<file path="src/tkey_pkg.sv">
// Constants, register map and field layout of the capacitive touch key sensing block.
// What this block does
// Upper count byte is a read-only register reset to zero; low byte separate.
// Ten-bit trim over low byte and two-bit high byte sets reference capacitance.
// Two-bit key select routes pad one to four to the counter, codes 00 to 11.
// Control byte holds filter enable at bit 4, multi-frequency enable at bit 5.
// Hopping bit set lets hardware hop frequency, ignoring the select field.
// Three-bit field picks oscillator frequency, 1380kHz at 000 to 2740kHz at 111.
// Slot clock select bit 7: reference oscillator when clear, system clock by four when set.
// Reference oscillator runs only with bit 5 set, key oscillator only with bit 4.
// Pad enable bits 3 down to 0 enable pads four down to one, reset clear.
// Count sense oscillator cycles during the fixed reference interval.
// One interrupt output, raised when the slot counter overflows at interval end or the sense counter overflows, each source masked.
// Slot counter overflow stops both oscillators and switches off all counters.
// A rising start bit enables and synchronises the oscillators and counters.
// Unimplemented bits, control one bit 6 and trim high bits 7 to 2, read zero.
// Clearing start clears sense, reference and slot counters, not the slot timer.
// Slot overflow sets overflow and interrupt flags; only software clears them.
// Slot period is 256 minus preset, times 32 slot clock cycles.
// Sense counter overflow sets a sticky flag cleared only by software.
// Sense counter counts only selected pad edges while a measurement runs.
package tkey_pkg;
	localparam int TKEY_ADDR_W = 8;
	localparam logic [7:0] TKEY_OFS_CTRL0 = 8'h00;
	localparam logic [7:0] TKEY_OFS_CTRL1 = 8'h04;
	localparam logic [7:0] TKEY_OFS_TRIM_LO = 8'h08;
	localparam logic [7:0] TKEY_OFS_TRIM_HI = 8'h0C;
	localparam logic [7:0] TKEY_OFS_CNT_LO = 8'h10;
	localparam logic [7:0] TKEY_OFS_CNT_HI = 8'h14;
	localparam logic [7:0] TKEY_OFS_PRESET = 8'h18;
	localparam logic [7:0] TKEY_OFS_RUNCTL = 8'h1C;
	localparam logic [7:0] TKEY_OFS_IRQ_STAT = 8'h20;
	localparam logic [7:0] TKEY_OFS_IRQ_MASK = 8'h24;
	localparam logic [7:0] TKEY_OFS_REF_CNT = 8'h28;
	localparam int TKEY_MUX_LSB = 6;
	localparam int TKEY_MULTI_FREQ_BIT = 5;
	localparam int TKEY_FILTER_BIT = 4;
	localparam int TKEY_HOP_BIT = 3;
	localparam int TKEY_TSS_BIT = 7;
	localparam int TKEY_REF_EN_BIT = 5;
	localparam int TKEY_KEY_EN_BIT = 4;
	localparam int TKEY_START_BIT = 5;
	localparam int TKEY_SLOT_OVF_BIT = 6;
	localparam int TKEY_CNT_OVF_BIT = 4;
	localparam int TKEY_IRQ_SLOT = 0;
	localparam int TKEY_IRQ_CNT = 1;
	localparam logic [7:0] TKEY_CTRL1_MASK = 8'hBF;
	localparam logic [7:0] TKEY_TRIM_HI_MASK = 8'h03;
	localparam logic [7:0] TKEY_RST_BYTE = 8'h00;
	localparam logic [1:0] TKEY_SYS_DIV_LAST = 2'h3;
	localparam logic [1:0] TKEY_RESP_OKAY = 2'h0;
	localparam logic [1:0] TKEY_RESP_SLVERR = 2'h2;
	typedef enum logic [1:0] {TKEY_IDLE, TKEY_RUN, TKEY_DONE} tkey_state_t;
endpackage

</file>
<file path="src/tkey_edge_det.sv">
// Rising edge detector for the synchronous oscillator sample inputs.
`timescale 1ns/1ps
module tkey_edge_det #(
	parameter int WIDTH = 5
) (
	input wire logic i_clk,
	input wire logic i_rst_n,
	input wire logic [WIDTH-1:0] i_level,
	output logic [WIDTH-1:0] o_rise
);
	logic [WIDTH-1:0] prev_reg;

	generate
		if (WIDTH < 1) begin : g_bad_width
			$error("Edge detector width must be positive.");
		end
	endgenerate

	generate
		for (genvar g = 0; g < WIDTH; g++) begin : g_bit
			always_ff @(posedge i_clk or negedge i_rst_n) begin
				if (!i_rst_n) begin
					prev_reg[g] <= 1'b0;
					o_rise[g] <= 1'b0;
				end else begin
					prev_reg[g] <= i_level[g];
					o_rise[g] <= i_level[g] & ~prev_reg[g];
				end
			end
		end
	endgenerate
endmodule

</file>
<file path="src/tkey_sense.sv">
// Touch key sensing top: register slave, measurement control, counters and interrupt.
//
// The AXI4-Lite interface to the registers and the register offsets were chosen for this implementation.
`timescale 1ns/1ps
module tkey_sense (
	input wire logic I_CLK,
	input wire logic I_RST_N,
	input wire logic [tkey_pkg::TKEY_ADDR_W-1:0] I_AXI_AWADDR,
	input wire logic I_AXI_AWVALID,
	output logic O_AXI_AWREADY,
	input wire logic [31:0] I_AXI_WDATA,
	input wire logic [3:0] I_AXI_WSTRB,
	input wire logic I_AXI_WVALID,
	output logic O_AXI_WREADY,
	output logic [1:0] O_AXI_BRESP,
	output logic O_AXI_BVALID,
	input wire logic I_AXI_BREADY,
	input wire logic [tkey_pkg::TKEY_ADDR_W-1:0] I_AXI_ARADDR,
	input wire logic I_AXI_ARVALID,
	output logic O_AXI_ARREADY,
	output logic [31:0] O_AXI_RDATA,
	output logic [1:0] O_AXI_RRESP,
	output logic O_AXI_RVALID,
	input wire logic I_AXI_RREADY,
	input wire logic [3:0] I_PAD_OSC,
	input wire logic I_REF_OSC,
	output logic [3:0] O_PAD_ENABLE,
	output logic [1:0] O_KEY_MUX_SELECT,
	output logic [9:0] O_REF_CAP_TRIM,
	output logic [2:0] O_OSC_FREQ_SELECT,
	output logic O_HOP_HW_CONTROL,
	output logic O_FILTER_ENABLE,
	output logic O_MULTI_FREQ_ENABLE,
	output logic O_REF_OSC_RUN,
	output logic O_KEY_OSC_RUN,
	output logic O_IRQ
);
	import tkey_pkg::*;

	logic [7:0] ctrl0_reg;
	logic [7:0] ctrl1_reg;
	logic [7:0] trim_lo_reg;
	logic [1:0] trim_hi_reg;
	logic [7:0] preset_reg;
	logic start_reg;
	logic start_d_reg;
	logic slot_ovf_reg;
	logic cnt_ovf_reg;
	logic [1:0] irq_stat_reg;
	logic [1:0] irq_mask_reg;
	logic [15:0] sense_cnt_reg;
	logic [15:0] ref_cnt_reg;
	logic [1:0] div_cnt_reg;
	logic [2:0] hop_reg;
	tkey_state_t state_reg;
	tkey_state_t state_next;
	logic awready_reg;
	logic wready_reg;
	logic bvalid_reg;
	logic [1:0] bresp_reg;
	logic arready_reg;
	logic rvalid_reg;
	logic [1:0] rresp_reg;
	logic [31:0] rdata_reg;

	logic wr_fire;
	logic rd_fire;
	logic wr_lane;
	logic [7:0] wbyte;
	logic wr_ctrl0;
	logic wr_ctrl1;
	logic wr_trim_lo;
	logic wr_trim_hi;
	logic wr_preset;
	logic wr_runctl;
	logic wr_stat;
	logic wr_mask;
	logic wr_mapped;
	logic start_rise;
	logic running;
	logic slot_done;
	logic slot_tick;
	logic sense_inc;
	logic sense_wrap;
	logic [4:0] osc_rise;
	logic [1:0] key_sel;
	logic [7:0] rd_byte;
	logic rd_mapped;

	assign key_sel = ctrl0_reg[TKEY_MUX_LSB +: 2];
	assign start_rise = start_reg & ~start_d_reg;
	assign running = (state_reg == TKEY_RUN);

	// Write address and data are accepted together; the response follows both.
	assign wr_fire = awready_reg & wready_reg & I_AXI_AWVALID & I_AXI_WVALID;
	assign rd_fire = arready_reg & I_AXI_ARVALID;
	assign wr_lane = wr_fire & I_AXI_WSTRB[0];
	assign wbyte = I_AXI_WDATA[7:0];
	assign wr_ctrl0 = wr_lane && (I_AXI_AWADDR == TKEY_OFS_CTRL0);
	assign wr_ctrl1 = wr_lane && (I_AXI_AWADDR == TKEY_OFS_CTRL1);
	assign wr_trim_lo = wr_lane && (I_AXI_AWADDR == TKEY_OFS_TRIM_LO);
	assign wr_trim_hi = wr_lane && (I_AXI_AWADDR == TKEY_OFS_TRIM_HI);
	assign wr_preset = wr_lane && (I_AXI_AWADDR == TKEY_OFS_PRESET);
	assign wr_runctl = wr_lane && (I_AXI_AWADDR == TKEY_OFS_RUNCTL);
	assign wr_stat = wr_lane && (I_AXI_AWADDR == TKEY_OFS_IRQ_STAT);
	assign wr_mask = wr_lane && (I_AXI_AWADDR == TKEY_OFS_IRQ_MASK);

	always_comb begin
		case (I_AXI_AWADDR)
			TKEY_OFS_CTRL0, TKEY_OFS_CTRL1, TKEY_OFS_TRIM_LO, TKEY_OFS_TRIM_HI,
			TKEY_OFS_CNT_LO, TKEY_OFS_CNT_HI, TKEY_OFS_PRESET, TKEY_OFS_RUNCTL,
			TKEY_OFS_IRQ_STAT, TKEY_OFS_IRQ_MASK, TKEY_OFS_REF_CNT: begin
				wr_mapped = 1'b1;
			end
			default: begin
				wr_mapped = 1'b0;
			end
		endcase
	end

	always_ff @(posedge I_CLK or negedge I_RST_N) begin
		if (!I_RST_N) begin
			awready_reg <= 1'b0;
			wready_reg <= 1'b0;
			bvalid_reg <= 1'b0;
			bresp_reg <= TKEY_RESP_OKAY;
		end else begin
			awready_reg <= 1'b0;
			wready_reg <= 1'b0;
			if (wr_fire) begin
				bvalid_reg <= 1'b1;
				bresp_reg <= wr_mapped ? TKEY_RESP_OKAY : TKEY_RESP_SLVERR;
			end else if (bvalid_reg && I_AXI_BREADY) begin
				bvalid_reg <= 1'b0;
			end else if (!bvalid_reg && !awready_reg && I_AXI_AWVALID && I_AXI_WVALID) begin
				awready_reg <= 1'b1;
				wready_reg <= 1'b1;
			end
		end
	end

	always_ff @(posedge I_CLK or negedge I_RST_N) begin
		if (!I_RST_N) begin
			ctrl0_reg <= TKEY_RST_BYTE;
			ctrl1_reg <= TKEY_RST_BYTE;
			trim_lo_reg <= TKEY_RST_BYTE;
			trim_hi_reg <= '0;
			preset_reg <= TKEY_RST_BYTE;
			irq_mask_reg <= '0;
		end else begin
			if (wr_ctrl0) begin
				ctrl0_reg <= wbyte;
			end
			if (wr_ctrl1) begin
				ctrl1_reg <= wbyte & TKEY_CTRL1_MASK;
			end
			if (wr_trim_lo) begin
				trim_lo_reg <= wbyte;
			end
			if (wr_trim_hi) begin
				trim_hi_reg <= wbyte[1:0];
			end
			if (wr_preset) begin
				preset_reg <= wbyte;
			end
			if (wr_mask) begin
				irq_mask_reg <= wbyte[1:0];
			end
		end
	end

	// Start is plain read/write; its rising edge arms a measurement.
	always_ff @(posedge I_CLK or negedge I_RST_N) begin
		if (!I_RST_N) begin
			start_reg <= 1'b0;
			start_d_reg <= 1'b0;
		end else begin
			if (wr_runctl) begin
				start_reg <= wbyte[TKEY_START_BIT];
			end
			start_d_reg <= start_reg;
		end
	end

	always_comb begin
		state_next = state_reg;
		case (state_reg)
			TKEY_IDLE: begin
				if (start_rise) begin
					state_next = TKEY_RUN;
				end
			end
			TKEY_RUN: begin
				if (!start_reg) begin
					state_next = TKEY_IDLE;
				end else if (slot_done) begin
					state_next = TKEY_DONE;
				end
			end
			TKEY_DONE: begin
				if (!start_reg) begin
					state_next = TKEY_IDLE;
				end
			end
			default: begin
				state_next = TKEY_IDLE;
			end
		endcase
	end

	always_ff @(posedge I_CLK or negedge I_RST_N) begin
		if (!I_RST_N) begin
			state_reg <= TKEY_IDLE;
		end else begin
			state_reg <= state_next;
		end
	end

	tkey_edge_det #(
		.WIDTH(5)
	) u_edges (
		.i_clk(I_CLK),
		.i_rst_n(I_RST_N),
		.i_level({I_REF_OSC, I_PAD_OSC}),
		.o_rise(osc_rise)
	);

	// The divider restarts with each measurement so every slot starts in phase.
	always_ff @(posedge I_CLK or negedge I_RST_N) begin
		if (!I_RST_N) begin
			div_cnt_reg <= '0;
		end else if (start_rise || !running) begin
			div_cnt_reg <= '0;
		end else begin
			div_cnt_reg <= div_cnt_reg + 1'b1;
		end
	end

	assign slot_tick = ctrl1_reg[TKEY_TSS_BIT] ? (div_cnt_reg == TKEY_SYS_DIV_LAST) :
		(osc_rise[4] & ctrl1_reg[TKEY_REF_EN_BIT]);

	tkey_slot_timer #(
		.TIMER_W(8),
		.SLOT_W(5)
	) u_slot (
		.i_clk(I_CLK),
		.i_rst_n(I_RST_N),
		.i_load(start_rise),
		.i_clear(~start_reg),
		.i_run(running),
		.i_tick(slot_tick),
		.i_preset(preset_reg),
		.o_done(slot_done)
	);

	// Only the selected pad's enabled oscillator is counted, and only mid-measurement.
	assign sense_inc = running && ctrl1_reg[TKEY_KEY_EN_BIT] && ctrl1_reg[key_sel] &&
		osc_rise[key_sel];
	assign sense_wrap = sense_inc && (&sense_cnt_reg);

	always_ff @(posedge I_CLK or negedge I_RST_N) begin
		if (!I_RST_N) begin
			sense_cnt_reg <= '0;
			ref_cnt_reg <= '0;
		end else if (!start_reg || start_rise) begin
			sense_cnt_reg <= '0;
			ref_cnt_reg <= '0;
		end else if (running) begin
			ref_cnt_reg <= ref_cnt_reg + 1'b1;
			if (sense_inc) begin
				sense_cnt_reg <= sense_cnt_reg + 1'b1;
			end
		end
	end

	// A set in the same cycle as a software clear wins, so no event is lost.
	always_ff @(posedge I_CLK or negedge I_RST_N) begin
		if (!I_RST_N) begin
			slot_ovf_reg <= 1'b0;
			cnt_ovf_reg <= 1'b0;
			irq_stat_reg <= '0;
		end else begin
			if (slot_done) begin
				slot_ovf_reg <= 1'b1;
			end else if (wr_runctl && wbyte[TKEY_SLOT_OVF_BIT]) begin
				slot_ovf_reg <= 1'b0;
			end
			if (sense_wrap) begin
				cnt_ovf_reg <= 1'b1;
			end else if (wr_runctl && wbyte[TKEY_CNT_OVF_BIT]) begin
				cnt_ovf_reg <= 1'b0;
			end
			if (slot_done) begin
				irq_stat_reg[TKEY_IRQ_SLOT] <= 1'b1;
			end else if (wr_stat && wbyte[TKEY_IRQ_SLOT]) begin
				irq_stat_reg[TKEY_IRQ_SLOT] <= 1'b0;
			end
			if (sense_wrap) begin
				irq_stat_reg[TKEY_IRQ_CNT] <= 1'b1;
			end else if (wr_stat && wbyte[TKEY_IRQ_CNT]) begin
				irq_stat_reg[TKEY_IRQ_CNT] <= 1'b0;
			end
		end
	end

	// Hardware hopping steps to the next frequency code at each measurement start.
	always_ff @(posedge I_CLK or negedge I_RST_N) begin
		if (!I_RST_N) begin
			hop_reg <= '0;
		end else if (start_rise && ctrl0_reg[TKEY_HOP_BIT]) begin
			hop_reg <= hop_reg + 1'b1;
		end
	end

	always_ff @(posedge I_CLK or negedge I_RST_N) begin
		if (!I_RST_N) begin
			O_PAD_ENABLE <= '0;
			O_KEY_MUX_SELECT <= '0;
			O_REF_CAP_TRIM <= '0;
			O_OSC_FREQ_SELECT <= '0;
			O_HOP_HW_CONTROL <= 1'b0;
			O_FILTER_ENABLE <= 1'b0;
			O_MULTI_FREQ_ENABLE <= 1'b0;
			O_REF_OSC_RUN <= 1'b0;
			O_KEY_OSC_RUN <= 1'b0;
			O_IRQ <= 1'b0;
		end else begin
			O_PAD_ENABLE <= ctrl1_reg[3:0];
			O_KEY_MUX_SELECT <= key_sel;
			O_REF_CAP_TRIM <= {trim_hi_reg, trim_lo_reg};
			O_OSC_FREQ_SELECT <= ctrl0_reg[TKEY_HOP_BIT] ? hop_reg : ctrl0_reg[2:0];
			O_HOP_HW_CONTROL <= ctrl0_reg[TKEY_HOP_BIT];
			O_FILTER_ENABLE <= ctrl0_reg[TKEY_FILTER_BIT];
			O_MULTI_FREQ_ENABLE <= ctrl0_reg[TKEY_MULTI_FREQ_BIT];
			O_REF_OSC_RUN <= ctrl1_reg[TKEY_REF_EN_BIT] && (state_next == TKEY_RUN);
			O_KEY_OSC_RUN <= ctrl1_reg[TKEY_KEY_EN_BIT] && (state_next == TKEY_RUN);
			O_IRQ <= |(irq_stat_reg & irq_mask_reg);
		end
	end

	always_comb begin
		rd_mapped = 1'b1;
		case (I_AXI_ARADDR)
			TKEY_OFS_CTRL0: rd_byte = ctrl0_reg;
			TKEY_OFS_CTRL1: rd_byte = ctrl1_reg & TKEY_CTRL1_MASK;
			TKEY_OFS_TRIM_LO: rd_byte = trim_lo_reg;
			TKEY_OFS_TRIM_HI: rd_byte = {6'h00, trim_hi_reg} & TKEY_TRIM_HI_MASK;
			TKEY_OFS_CNT_LO: rd_byte = sense_cnt_reg[7:0];
			TKEY_OFS_CNT_HI: rd_byte = sense_cnt_reg[15:8];
			TKEY_OFS_PRESET: rd_byte = preset_reg;
			TKEY_OFS_RUNCTL: rd_byte = {1'b0, slot_ovf_reg, start_reg, cnt_ovf_reg, 4'h0};
			TKEY_OFS_IRQ_STAT: rd_byte = {6'h00, irq_stat_reg};
			TKEY_OFS_IRQ_MASK: rd_byte = {6'h00, irq_mask_reg};
			TKEY_OFS_REF_CNT: rd_byte = 8'h00;
			default: begin
				rd_byte = 8'h00;
				rd_mapped = 1'b0;
			end
		endcase
	end

	always_ff @(posedge I_CLK or negedge I_RST_N) begin
		if (!I_RST_N) begin
			arready_reg <= 1'b0;
			rvalid_reg <= 1'b0;
			rresp_reg <= TKEY_RESP_OKAY;
			rdata_reg <= '0;
		end else begin
			arready_reg <= 1'b0;
			if (rd_fire) begin
				rvalid_reg <= 1'b1;
				rresp_reg <= rd_mapped ? TKEY_RESP_OKAY : TKEY_RESP_SLVERR;
				rdata_reg <= (I_AXI_ARADDR == TKEY_OFS_REF_CNT) ? {16'h0000, ref_cnt_reg} :
					{24'h000000, rd_byte};
			end else if (rvalid_reg && I_AXI_RREADY) begin
				rvalid_reg <= 1'b0;
			end else if (!rvalid_reg && !arready_reg && I_AXI_ARVALID) begin
				arready_reg <= 1'b1;
			end
		end
	end

	assign O_AXI_AWREADY = awready_reg;
	assign O_AXI_WREADY = wready_reg;
	assign O_AXI_BVALID = bvalid_reg;
	assign O_AXI_BRESP = bresp_reg;
	assign O_AXI_ARREADY = arready_reg;
	assign O_AXI_RVALID = rvalid_reg;
	assign O_AXI_RRESP = rresp_reg;
	assign O_AXI_RDATA = rdata_reg;
endmodule

</file>
<file path="src/tkey_slot_timer.sv">
// Eight-bit preset slot timer followed by the five-bit slot counter.
`timescale 1ns/1ps
module tkey_slot_timer #(
	parameter int TIMER_W = 8,
	parameter int SLOT_W = 5
) (
	input wire logic i_clk,
	input wire logic i_rst_n,
	input wire logic i_load,
	input wire logic i_clear,
	input wire logic i_run,
	input wire logic i_tick,
	input wire logic [TIMER_W-1:0] i_preset,
	output logic o_done
);
	logic [TIMER_W-1:0] timer_reg;
	logic [SLOT_W-1:0] slot_reg;

	generate
		if (TIMER_W < 1 || SLOT_W < 1) begin : g_bad_width
			$error("Slot timer widths must be positive.");
		end
	endgenerate

	// The timer reloads the preset on each wrap, so it counts 256 minus preset ticks.
	always_ff @(posedge i_clk or negedge i_rst_n) begin
		if (!i_rst_n) begin
			timer_reg <= '0;
		end else if (i_load) begin
			timer_reg <= i_preset;
		end else if (i_run && i_tick) begin
			timer_reg <= (&timer_reg) ? i_preset : timer_reg + 1'b1;
		end
	end

	always_ff @(posedge i_clk or negedge i_rst_n) begin
		if (!i_rst_n) begin
			slot_reg <= '0;
			o_done <= 1'b0;
		end else begin
			o_done <= 1'b0;
			if (i_clear || i_load) begin
				slot_reg <= '0;
			end else if (i_run && i_tick && (&timer_reg)) begin
				slot_reg <= slot_reg + 1'b1;
				o_done <= &slot_reg;
			end
		end
	end
endmodule
</file>
<file path="config.mk">
export PLATFORM = sky130hd
export DESIGN_NAME = tkey_sense
export DESIGN_NICKNAME = d
export VERILOG_FILES = /design/src/tkey_pkg.sv /design/src/tkey_edge_det.sv /design/src/tkey_sense.sv /design/src/tkey_slot_timer.sv
export SDC_FILE = /design/constraint.sdc
export NUM_CORES = 1
export LEC_CHECK = 0
export BUFFER_PORTS_ARGS = -buffer_cell sky130_fd_sc_hd__buf_4
export CAP_MARGIN = 20
export CORE_MARGIN = 1
export CORE_UTILIZATION = 56
export DETAILED_ROUTE_END_ITERATION = 7
export GPL_TIMING_DRIVEN = 0
export PLACE_DENSITY = 0.87
export SETUP_SLACK_MARGIN = 0.02
export SYNTH_ARGS = -nofsm -noshare
export SYNTH_HDL_FRONTEND = slang
export SYNTH_SLANG_ARGS = --single-unit
</file>
<file path="constraint.sdc">
create_clock -name I_CLK -period 2.3 [get_ports I_CLK]
set_input_delay 0.46 -clock I_CLK [delete_from_list [all_inputs] [get_ports I_CLK]]
set_output_delay 0.46 -clock I_CLK [all_outputs]
set_load 0.02 [all_outputs]
</file>
; ---- Yosys cells after proc, flatten, opt, wreduce, memory -nomap -nowiden
; Cells that the tools add are included.
[word_totals]
regBits = 169
in_bits = 64
out_inout_bits = 66
[op_classes]
add_sub_neg = 6
order_cmp = 1
n_eq_ne = 24
mux = 48
n_bitwise = 19
reduce_logical = 57
[ops]
columns = op, count
row1 = $mux W16, 6
row2 = $pmux W8 S10, 1
row3 = $eq A8 B5 Y1 const B, 8
row4 = $eq A8 B6 Y1 const B, 6
row5 = $add A16 B1 Y16 const B, 2
row6 = $eq A8 B4 Y1 const B, 4
row7 = $logic_and A1 B1 Y1, 28
row8 = $mux W1, 25
row9 = $mux W8, 3
row10 = $reduce_or A11 Y1, 2
row11 = $reduce_bool A2 Y1, 10
row12 = $eq A8 B3 Y1 const B, 2
row13 = $logic_not A8 Y1, 2
row14 = $reduce_and A16 Y1, 1
row15 = $mux W2, 7
row16 = $and A1 B1 Y1, 11
row17 = $mux W5, 2
row18 = $add A8 B1 Y8 const B, 1
row19 = $reduce_and A8 Y1, 1
row20 = $not A1 Y1, 7
row21 = $logic_not A1 Y1, 6
row22 = $pmux W2 S3, 1
row23 = $add A5 B1 Y5 const B, 1
row24 = $reduce_and A5 Y1, 1
row25 = 12 further kinds, 17

; ---- Longest topological paths before layout
; Gate-level depths: netlist (run 1).
[logic_depth]
word_depth = 7
depth_mapped = 6
mapped_depth_nobuf = 5

; ---- Hierarchy
; From an unflattened synthesis (run 1), not the netlist that was laid out.
[unflattened]
cells_unflattened = 642
hier_area_um2 = 7226.9
[modules_own_cells]
columns = module, n_inst, cells_each, area_each_um2, seq_area_each_um2
row1 = tkey_sense, 1, 540, 6064.6, 3178.0
row2 = tkey_slot_timer, 1, 87, 843.3, 350.3
row3 = tkey_edge_det, 1, 15, 319.1, 250.2

; ---- Least setup slack after synthesis (run 1)
; No wires, ideal clock.
[synth_path]
kind = input to register
start = input port I_AXI_AWADDR[0] (netlist bit)
end = register ctrl1_reg[0]
setup_ps = 125
arrival_ps = 1822
required_ps = 2175
slack_ps = 354
cell_stages = 4
path_buffers = 0
path_cell_list = or3_1 > nor4_4 > nand3b_1 > mux2_2
[synth_between]
elab_chain_cells = 2
[synth_lines]
columns = item, line
row1 = "start, declared", tkey_sense.sv:8  ; input wire logic [tkey_pkg::TKEY_ADDR_W-1:0] I_AXI_AWADDR,
row2 = $eq A8 B3 Y1, tkey_sense.sv:100  ; assign wr_ctrl1 = wr_lane && (I_AXI_AWADDR == TKEY_OFS_CTRL1);
row3 = $logic_and A1 B1 Y1, tkey_sense.sv:100
row4 = "end signal, assigned", tkey_sense.sv:155  ; ctrl1_reg <= wbyte & TKEY_CTRL1_MASK;
row5 = "end, declared", tkey_sense.sv:41  ; logic [7:0] ctrl1_reg;
; No other way between the ends.
; A chain may end at the register's enable or synchronous reset.

; ---- Final worst setup path (run 1)
[layout_path]
start = register ctrl1_reg[3]
end = register sense_cnt_reg[13]
[layout_between]
elab_chain_cells = 6
[layout_lines]
columns = item, line
row1 = $bmux W1 S2, tkey_sense.sv:257  ; assign sense_inc = running && ctrl1_reg[TKEY_KEY_EN_BIT] && ctrl1_reg[key_sel] &&
row2 = $mux W1 (implied by the code), tkey_sense.sv:257
row3 = $logic_and A1 B1 Y1 (2 in a row), tkey_sense.sv:257
row4 = $reduce_bool A2 Y1 (no source line), -
row5 = $reduce_and A2 Y1 (no source line), -
row6 = "end signal, assigned", tkey_sense.sv:271  ; sense_cnt_reg <= sense_cnt_reg + 1'b1;
row7 = "end, declared", tkey_sense.sv:51  ; logic [15:0] sense_cnt_reg;
; No other way between the ends. The select of a mux whose other input is x is not followed.

==> flow_summary.ini, run 1 <==
[cts]
cts.path.max_buffers = 2
cts_hold_buf = 0
post-cts-setup-buffers = 0
clock_latency_ns = 0.43
clkTransAtPathRegs_ns = 0.06
cts_made_buffers = 17
cts_root_buf = clkbuf_16
htree_num_levels = 4
cts_tree = done
numClockSinks = 151

[timing]
final-setup-viol-count = 0
hold_viol = 0
fin_crit_ns = 2.16
rsz0062_at_grt = false
clock_skew_ns = 0.00565
fmax_mhz = 462
slew_headroom_pct = 41.1
drv_slew = 0
worst_slew_pin_slew_ns = 0.876
fin_crit_sh_pct = 94.0
fin_tns_setup_ns = 0

[logic_synthesis]
synth_edf_count = 0
synth.distinct_cells = 62
syn_area_per_cell_sq_um = 11.1
ys.flop_type = dfrtp_1
netlist_instances = 642
synthArstFlopShare_pct = 100
synth-seq-cells = 151
synth_area_sq_um = 7130
synth_seq_area_share_pct = 53.0
yosysWarnings = 0

[floorplanning]
fp.dieH_um = 115
core_sq_um = 12200
dieWidth_um = 115
ios = 130
die_area_sq_um = 13200
std_cell_rows = 40
initial_core_util_pct = 58.4

[drt]
drc = 0
final_antenna_net_count = 0
drt-total-wl_um = 18600
via_per_inst = 6.21
drtPass1Iterations = 5
dr_total_vias = 5852
first_iter_violations = 533
routedWlPerCell_um = 19.7

[worst_setup_path]
cp-end-kind = flop
worstPathMaxFanout = 10
crit_type = flop to flop
arrival_ns = 2.51
startpoint_type = flop
rr_worst_depth = 5
worstPathRequired_ns = 2.65

[cells_and_area]
antennaDiodeCount = 0
nets = 833
area_growth_pct = 22.4
instances_no_fill = 943
seqCellArea_sq_um = 3780
fillCellCount = 883
final_core_util_pct = 71.5
final_cell_area_sq_um = 8730
drive_above_1_share_pct = 25.7
multi_input_comb_area_sq_um = 3120

[place]
port_buffers = 82
place_inst = 911
dp_hpwl_um = 13300
dpl_cell_area_sq_um = 8060
gp_congestion = 0.908

[global_routing]
grt_max_degree = 82
grt_pass1_vias = 5693
grt_pass1_wl_um = 29800
track_usage_pct = 30.3
antenna_found_initial = 0
grt_remaining_overflow = 0

[hold_path]
holdCritPathClass = primary input to async pin

[power_and_ir_drop]
p_int_mw = 4.83
switchingPower_mw = 1.42
p_sw_share_pct = 22.7
clock_power_share_pct = 49.3
pwr-share-seq_pct = 43.9
combPwrFrac_pct = 6.8
leakagePower_nw = 4.02
power_density_nw_per_um2 = 716
total_power_mw = 6.25
vdd_drop_max_v = 0.000681

[status]
status = completed

[flow_run]
maxCapViolCount = 0
final cells by class:
cell class	count	area share, %
inverters	10	0.430
well taps	168	2.41
flip-flops and latches	151	43.3
repair buffers	84	7.47
clock buffers	21	5.50
plain buffers	50	3.07
clock inverters	11	2.09
multi-input cells	448	35.7
power by group through the flow:
| stage | Clock [mW] | Combinational [mW] | Sequential (mW) |
|---|---|---|---|
| floorplan | 0 | 0.156 | 2.83 |
| global placement | 0 | 0.406 | 2.79 |
| detailed placement | 0 | 0.422 | 2.79 |
| CTS | 3.12 | 0.424 | 2.74 |
| global route | 3.21 | 0.465 | 2.75 |
| finish | 3.08 | 0.425 | 2.74 |
per-stage QoR:
stage	hold WS [ns]	setup slack, ns
final	0.0262	0.137
after global routing	0.0764	0.0295
after CTS	0.0451	0.153
after detailed placement	0.363	-0.0378
after global placement	0.359	-0.323
after floorplan	0.164	0.354
logic make-up (layout without fill, tap and decap cells):
| logic type | count (synthesis) | after routing | synth area share [%] |
|---|---|---|---|
| AO/OA/AOI/OAI | 135 | 135 | 12.7 |
| other | 1 | 18 | 0.0526 |
| buffers and inverters | 60 | 176 | 4.28 |
| multiplexers | 62 | 62 | 10.0 |
| XOR/XNOR | 15 | 15 | 1.84 |
| adder cells (fa/ha/maj) | 7 | 7 | 1.23 |
| flip-flops | 151 | 151 | 53.0 |
| AND/OR/NAND/NOR | 211 | 211 | 16.9 |
cells in the final DEF (no fill, tap or decap), drive strengths merged, types with 4 or more instances in the layout:
cell / Yosys / final
dfrtp: 151 / 151
nand2: 38 / 38
o2bb2ai: 9 / 9
and3: 10 / 10
xor2: 10 / 10
or3: 11 / 11
nand2b: 7 / 7
o21ai: 24 / 24
nor2: 25 / 25
nand3b: 10 / 10
buf: 30 / 114
a21oi: 37 / 37
mux2i: 14 / 14
o31ai: 12 / 12
conb: 1 / 18
mux2: 45 / 45
inv: 10 / 16
and2: 12 / 12
a22oi: 6 / 6
a21o: 4 / 4
nand4: 14 / 14
bufinv: 0 / 4
a31oi: 4 / 4
nor2b: 12 / 12
ha: 7 / 7
o22ai: 4 / 4
and4: 4 / 4
or4: 15 / 15
xnor2: 5 / 5
nand3: 24 / 24
a22o: 13 / 13
nor4: 5 / 5
nor3: 10 / 10
clkbuf: 20 / 41
timing repair:
item	in CTS	in global routing
hold endpoints to repair	0	0
resized for setup	0	2
endpoints found under the setup margin	0	2
critical path, cell delays in order, from the launching register on:
cell      delay, ns
dfrtp_1        0.48
nand2_1        0.08
mux4_2         0.54
clkbuf_1       0.26
or4_1          0.54
a21oi_1        0.17
Yosys cell counts, drive strengths merged, types with 3 or more instances:
cell type  instances  share of area, %
nor2b             12               1.1
nor4               5              0.65
o2bb2ai            9               1.1
a211o              3              0.37
ha                 7               1.2
a21oi             37               2.6
a31oi              4              0.35
nor3              10              0.70
or4               15               1.6
nor2              25               1.3
o31ai             12               1.3
nand2             38               2.0
xor2              10               1.2
nand4             14               1.2
nand3             24               1.8
o22ai              4              0.35
and2              12               1.1
and3b              3              0.37
and4               4              0.49
clkbuf            20               1.1
o21ai             24               1.7
mux4               3              0.95
inv               10              0.53
nand3b            10               1.1
or3               11              0.98
xnor2              5              0.61
dfrtp            151                53
and3              10              0.88
nor3b              3              0.32
buf               30               2.7
nor4b              3              0.37
or2                3              0.26
a21o               4              0.42
mux2              45               7.1
nand2b             7              0.61
a22oi              6              0.63
a22o              13               1.6
mux2i             14               2.0
layer usage:
metal / vias to the layer above / track usage, % / part of all wire (%)
li1: 2594 / - / -
met1: 2908 / 39.0 / 40
met2: 306 / 48.5 / 48
met3: 44 / 8.33 / 8.5
met4: 0 / 13.2 / 3.1
met5: - / 0 / 0
final timing paths:
kind                              start                  end  slack [ns]
hold reg to reg            ctrl0_reg[3]     O_HOP_HW_CONTROL        0.38
max in group asynchronous       I_RST_N  u_slot.timer_reg[0]        1.46
min in group I_CLK         I_PAD_OSC[3]  u_edges.prev_reg[3]        0.14
hold / removal                  I_RST_N    O_REF_CAP_TRIM[9]        0.03
setup / recovery           ctrl1_reg[3]    sense_cnt_reg[13]        0.14
setup reg to reg           ctrl1_reg[3]    sense_cnt_reg[13]        0.14
(Power assumes the default switching activity.)
==> inputs of run 2 (changes only) <==
--- a/config.mk
+++ b/config.mk
@@ -11,7 +11,7 @@
 export CORE_UTILIZATION = 56
 export DETAILED_ROUTE_END_ITERATION = 7
 export GPL_TIMING_DRIVEN = 0
-export PLACE_DENSITY = 0.87
+export PLACE_DENSITY = 0.91
 export SETUP_SLACK_MARGIN = 0.02
 export SYNTH_ARGS = -nofsm -noshare
 export SYNTH_HDL_FRONTEND = slang
==> flow_summary.ini, run 2 (synthesized netlist as in run 1, its figures left out) <==
[cts]
htree_num_levels = 4
cts_root_buf = clkbuf_16
numClockSinks = 151
cts_tree = done
cts.path.max_buffers = 2
clkTransAtPathRegs_ns = 0.06
clock_latency_ns = 0.43
cts_made_buffers = 17
cts_hold_buf = 0

[timing]
slew_headroom_pct = 43.9
fin_tns_setup_ns = 0
rsz0062_at_grt = false
hold_viol = 0
final-setup-viol-count = 0
worst_slew_pin_slew_ns = 0.841
clock_skew_ns = 0.00637
fin_crit_sh_pct = 93.3
fmax_mhz = 466
fin_crit_ns = 2.15
drv_slew = 0

[worst_setup_path]
worstPathRequired_ns = 2.65
arrival_ns = 2.50
slowest_stage = or4_1
worstPathMaxFanout = 8
crit_type = flop to flop
cp-end-kind = flop
crit_path_cell_trace = ha_1 > nand3_1 > or2_2 > clkbuf_1 > or4_1 > a21oi_1
startpoint_type = flop
cpPeakStageDelay_ns = 0.49

[global_routing]
antenna_found_initial = 0
track_usage_pct = 30.5
grt_max_degree = 94
grt_pass1_wl_um = 30000
grt_remaining_overflow = 0
grt_pass1_vias = 5780

[floorplanning]
std_cell_rows = 40
fp.dieH_um = 115
die_area_sq_um = 13200
initial_core_util_pct = 58.4
core_sq_um = 12200
ios = 130
dieWidth_um = 115

[place]
port_buffers = 82
dp_hpwl_um = 13400
gp_congestion = 0.927
dpl_cell_area_sq_um = 8060

[drt]
drc = 0
drtPass1Iterations = 7
via_per_inst = 6.19
drt-total-wl_um = 18700
first_iter_violations = 617
routedWlPerCell_um = 19.8
final_antenna_net_count = 0
dr_total_vias = 5841

[hold_path]
holdCritPathClass = primary input to async pin

[power_and_ir_drop]
vdd_drop_max_v = 0.000911
leakagePower_nw = 3.99
power_density_nw_per_um2 = 691

[cells_and_area]
final_cell_area_sq_um = 8660
seqCellArea_sq_um = 3780
multi_input_comb_area_sq_um = 3110
fillCellCount = 885
area_growth_pct = 21.4
most-common-layout-cells = dfrtp_1 (150), buf_4 (100), mux2_2 (45)
antennaDiodeCount = 0
final_common_cell = dfrtp_1
drive_above_1_share_pct = 25.0
final_core_util_pct = 70.9
nets = 833

[status]
status = completed

[flow_run]
maxCapViolCount = 0
## run 2: path summary, 6_finish.rpt
path / from / end / slack (ns) / depth (start not counted)
worst max-delay path: u_slot.timer_reg[0] / u_slot.slot_reg[3] / 0.15 / 6
worst min-delay path: I_RST_N / trim_lo_reg[4] / 0.09 / 1
worst max register to register: u_slot.timer_reg[0] / u_slot.slot_reg[3] / 0.15 / 6
worst min register to register: ctrl0_reg[3] / O_HOP_HW_CONTROL / 0.39 / 0
max in group asynchronous: I_RST_N / u_slot.timer_reg[7] / 1.45 / 2
min in group I_CLK: I_REF_OSC / u_edges.prev_reg[4] / 0.15 / 1
## run 2: critical path, delay by kind of cell (launching register included)
family,cells,cell delay [ns]
buffers and inverters,1,0.18
adder cells (fa/ha/maj),1,0.22
AND/OR/NAND/NOR,3,1.07
AO/OA/AOI/OAI,1,0.15
flip-flops,1,0.44
## run 2: layer usage
layer	up-vias	part of all wire [%]	track usage, %
met5	-	0	0
met4	0	3.9	14.7
met3	67	7.5	7.59
met2	286	48	48.8
met1	2888	40	39.0
li1	2600	-	-
## run 2: area by class of cell
cell class,count,share of cell area [%]
Clock inverter,10,1.68
Multi-Input combinational cell,448,35.9
Tap cell,168,2.43
Clock buffer,22,5.24
Inverter,10,0.433
Sequential cell,151,43.6
Timing Repair Buffer,84,7.53
Buffer,50,3.09
## run 2: metrics by stage
| stage | std cells | hold slack, ns | setup WS [ns] | power [mW] |
|---|---|---|---|---|
| after floorplan | 659 | 0.164 | 0.354 | 2.98 |
| after global placement | 909 | 0.361 | -0.357 | 3.19 |
| after detailed placement | 911 | 0.381 | -0.0759 | 3.21 |
| after CTS | 943 | 0.130 | 0.186 | 6.01 |
| after global routing | 943 | 0.133 | 0.0364 | 6.18 |
| final | 943 | 0.0928 | 0.154 | 5.99 |
## run 2: power breakdown
part,total (mW),internal [mW],switching (mW)
clock network,2.82,1.74,1.08
registers,2.74,2.71,0.0347
logic,0.429,0.165,0.264
## run 2: timing repair
action,in CTS,in global routing
setup buffers,0,0
resized for setup,0,1
endpoints found under the hold margin,0,0
endpoints found under the setup margin,0,1
==> inputs of run 3 (changes only) <==
--- a/config.mk
+++ b/config.mk
@@ -8,10 +8,11 @@
 export BUFFER_PORTS_ARGS = -buffer_cell sky130_fd_sc_hd__buf_4
 export CAP_MARGIN = 20
 export CORE_MARGIN = 1
-export CORE_UTILIZATION = 56
+export CORE_UTILIZATION = 25
 export DETAILED_ROUTE_END_ITERATION = 7
 export GPL_TIMING_DRIVEN = 0
-export PLACE_DENSITY = 0.91
+export MAX_ROUTING_LAYER = met4
+export PLACE_DENSITY = 0.53
 export SETUP_SLACK_MARGIN = 0.02
 export SYNTH_ARGS = -nofsm -noshare
 export SYNTH_HDL_FRONTEND = slang
==> flow_summary.ini, run 3 (synthesized netlist as in run 1, its figures left out) <==
[cts]
cts.path.max_buffers = 2
cts_hold_buf = 0
post-cts-setup-buffers = 0
htree_num_levels = 4
cts_resized = 0
cts_tree = done
clkTransAtPathRegs_ns = 0.06
cts_root_buf = clkbuf_16
cts_made_buffers = 17
clock_latency_ns = 0.43
numClockSinks = 151

[cells_and_area]
instances_no_fill = 1151
drive_above_1_share_pct = 25.4
area_growth_pct = 25.4
fillCellCount = 2919
nets = 833
final_cell_area_sq_um = 8950
final_core_util_pct = 32.0
most-common-layout-cells = dfrtp_1 (150), buf_4 (100), mux2_2 (45)
final_common_cell = dfrtp_1
antennaDiodeCount = 0

[floorplanning]
initial_core_util_pct = 25.5
ios = 130
core_sq_um = 27900
std_cell_rows = 61
dieWidth_um = 171
fp.dieH_um = 171
die_area_sq_um = 29200

[worst_setup_path]
slowest_stage = or4_1
cp.buffers_inverters = 1
crit-reg2reg-launch = ctrl1_reg[2]
worstPathRequired_ns = 2.65
arrival_ns = 2.47
crit_path_cell_trace = nand2_1 > mux4_2 > clkbuf_1 > or4_1 > a21oi_1
cp_top_family = simple AND/OR/NAND/NOR gates
r2r_end = sense_cnt_reg[12]
cpPeakStageDelay_ns = 0.55
cp-end-kind = flop
worstPathMaxFanout = 10
rr_worst_depth = 5
startpoint_type = flop
reg2reg_slack_ns = 0.18
crit_type = flop to flop

[drt]
first_iter_violations = 488
dr_total_vias = 5425
drtPass1Iterations = 5
drc = 0
drt-total-wl_um = 19500
final_antenna_net_count = 0
via_per_inst = 4.71
wl_met1_um = 9440
wl_met3_um = 1090
routed.top_layer = met4
routedWlPerCell_um = 16.9
dr_wl_met2_um = 8720

[status]
status = completed

[timing]
rsz0062_at_grt = false
drv_slew = 0
slew_headroom_pct = 46.9
fin_crit_ns = 2.12
hold_viol = 0
final-setup-viol-count = 0
fin_crit_sh_pct = 92.2
fmax_mhz = 472
clock_skew_ns = 0.00847
timing.hold.ws_ns = 0.00345
worst_slew_pin_slew_ns = 0.785

[global_routing]
grt_pass1_vias = 5345
antenna_found_initial = 0
track_usage_pct = 14.5
grt_remaining_overflow = 0
grt_max_degree = 96
grt_pass1_wl_um = 31000

[power_and_ir_drop]
leakagePower_nw = 4.00
power_density_nw_per_um2 = 687
vdd_drop_max_v = 0.000531
total_power_mw = 6.14

[place]
place_inst = 1120
dpl_cell_area_sq_um = 8320
dp_hpwl_um = 14200
gp_congestion = 0.873
port_buffers = 82

[hold_path]
holdCritPathClass = primary input to async pin

[flow_run]
maxCapViolCount = 0
-- run 3: changes by cell type in the layout (fill, tap and decap cells not counted) --
cell | previous run | this run
clkbuf_8 | 1 | 2
bufinv_16 | 3 | 4
clkbuf_2 | 0 | 1
clkinv_4 | 3 | 0
inv_6 | 1 | 3
buf_2 | 8 | 7
clkbuf_1 | 24 | 20
clkinv_2 | 1 | 2
-- run 3: cell type report --
class                   instances  area, sq um  share of cell area (%)
flip-flops and latches        151         3780                    42.2
multi-input cells             448         3110                    34.8
repair buffers                 84          652                    7.29
well taps                     378          473                    5.29
clock buffers                  19          453                    5.06
plain buffers                  50          268                    2.99
clock inverters                11          171                    1.92
inverters                      10         37.5                   0.420
-- run 3: worst max-delay path by stage --
stage | startpoint | to | slack [ns] | depth (start not counted)
final | ctrl1_reg[2] | sense_cnt_reg[12] | 0.18 | 5
after CTS | ctrl1_reg[3] | sense_cnt_reg[11] | 0.13 | 5
after global placement | I_AXI_ARADDR[2] | O_AXI_RDATA[5] | -0.19 | 5
after global routing | u_slot.timer_reg[0] | u_slot.slot_reg[3] | 0.03 | 6
after floorplan | I_AXI_AWADDR[0] | ctrl1_reg[0] | 0.35 | 4
after detailed placement | I_AXI_ARADDR[2] | O_AXI_RDATA[5] | -0.19 | 5
-- run 3: power breakdown --
group	switching, mW	internal, mW	leakage [nW]
sequential	0.0323	2.71	2.06
combinational	0.265	0.165	1.64
clock	1.11	1.87	0.302
total	1.41	4.74	4.00
-- run 3: per-layer routing --
layer  vias to the layer above  track usage, %
li1                       2586               -
met1                      2671            19.9
met2                       153            21.3
met3                        15            3.45
met4                         0            4.11
met5                         -               -
-- run 3: worst reg2reg max path: stages, from the launching register on --
cell	delay [ns]
dfrtp_1	0.47
nand2_1	0.07
mux4_2	0.52
clkbuf_1	0.26
or4_1	0.56
a21oi_1	0.16
-- run 3: through the flow --
step / worst slack [ns] / TNS [ns]
after floorplan: 0.354 / 0
after global placement: -0.187 / -9.44
after detailed placement: -0.193 / -3.08
after CTS: 0.130 / 0
after global routing: 0.0309 / 0
final: 0.180 / 0
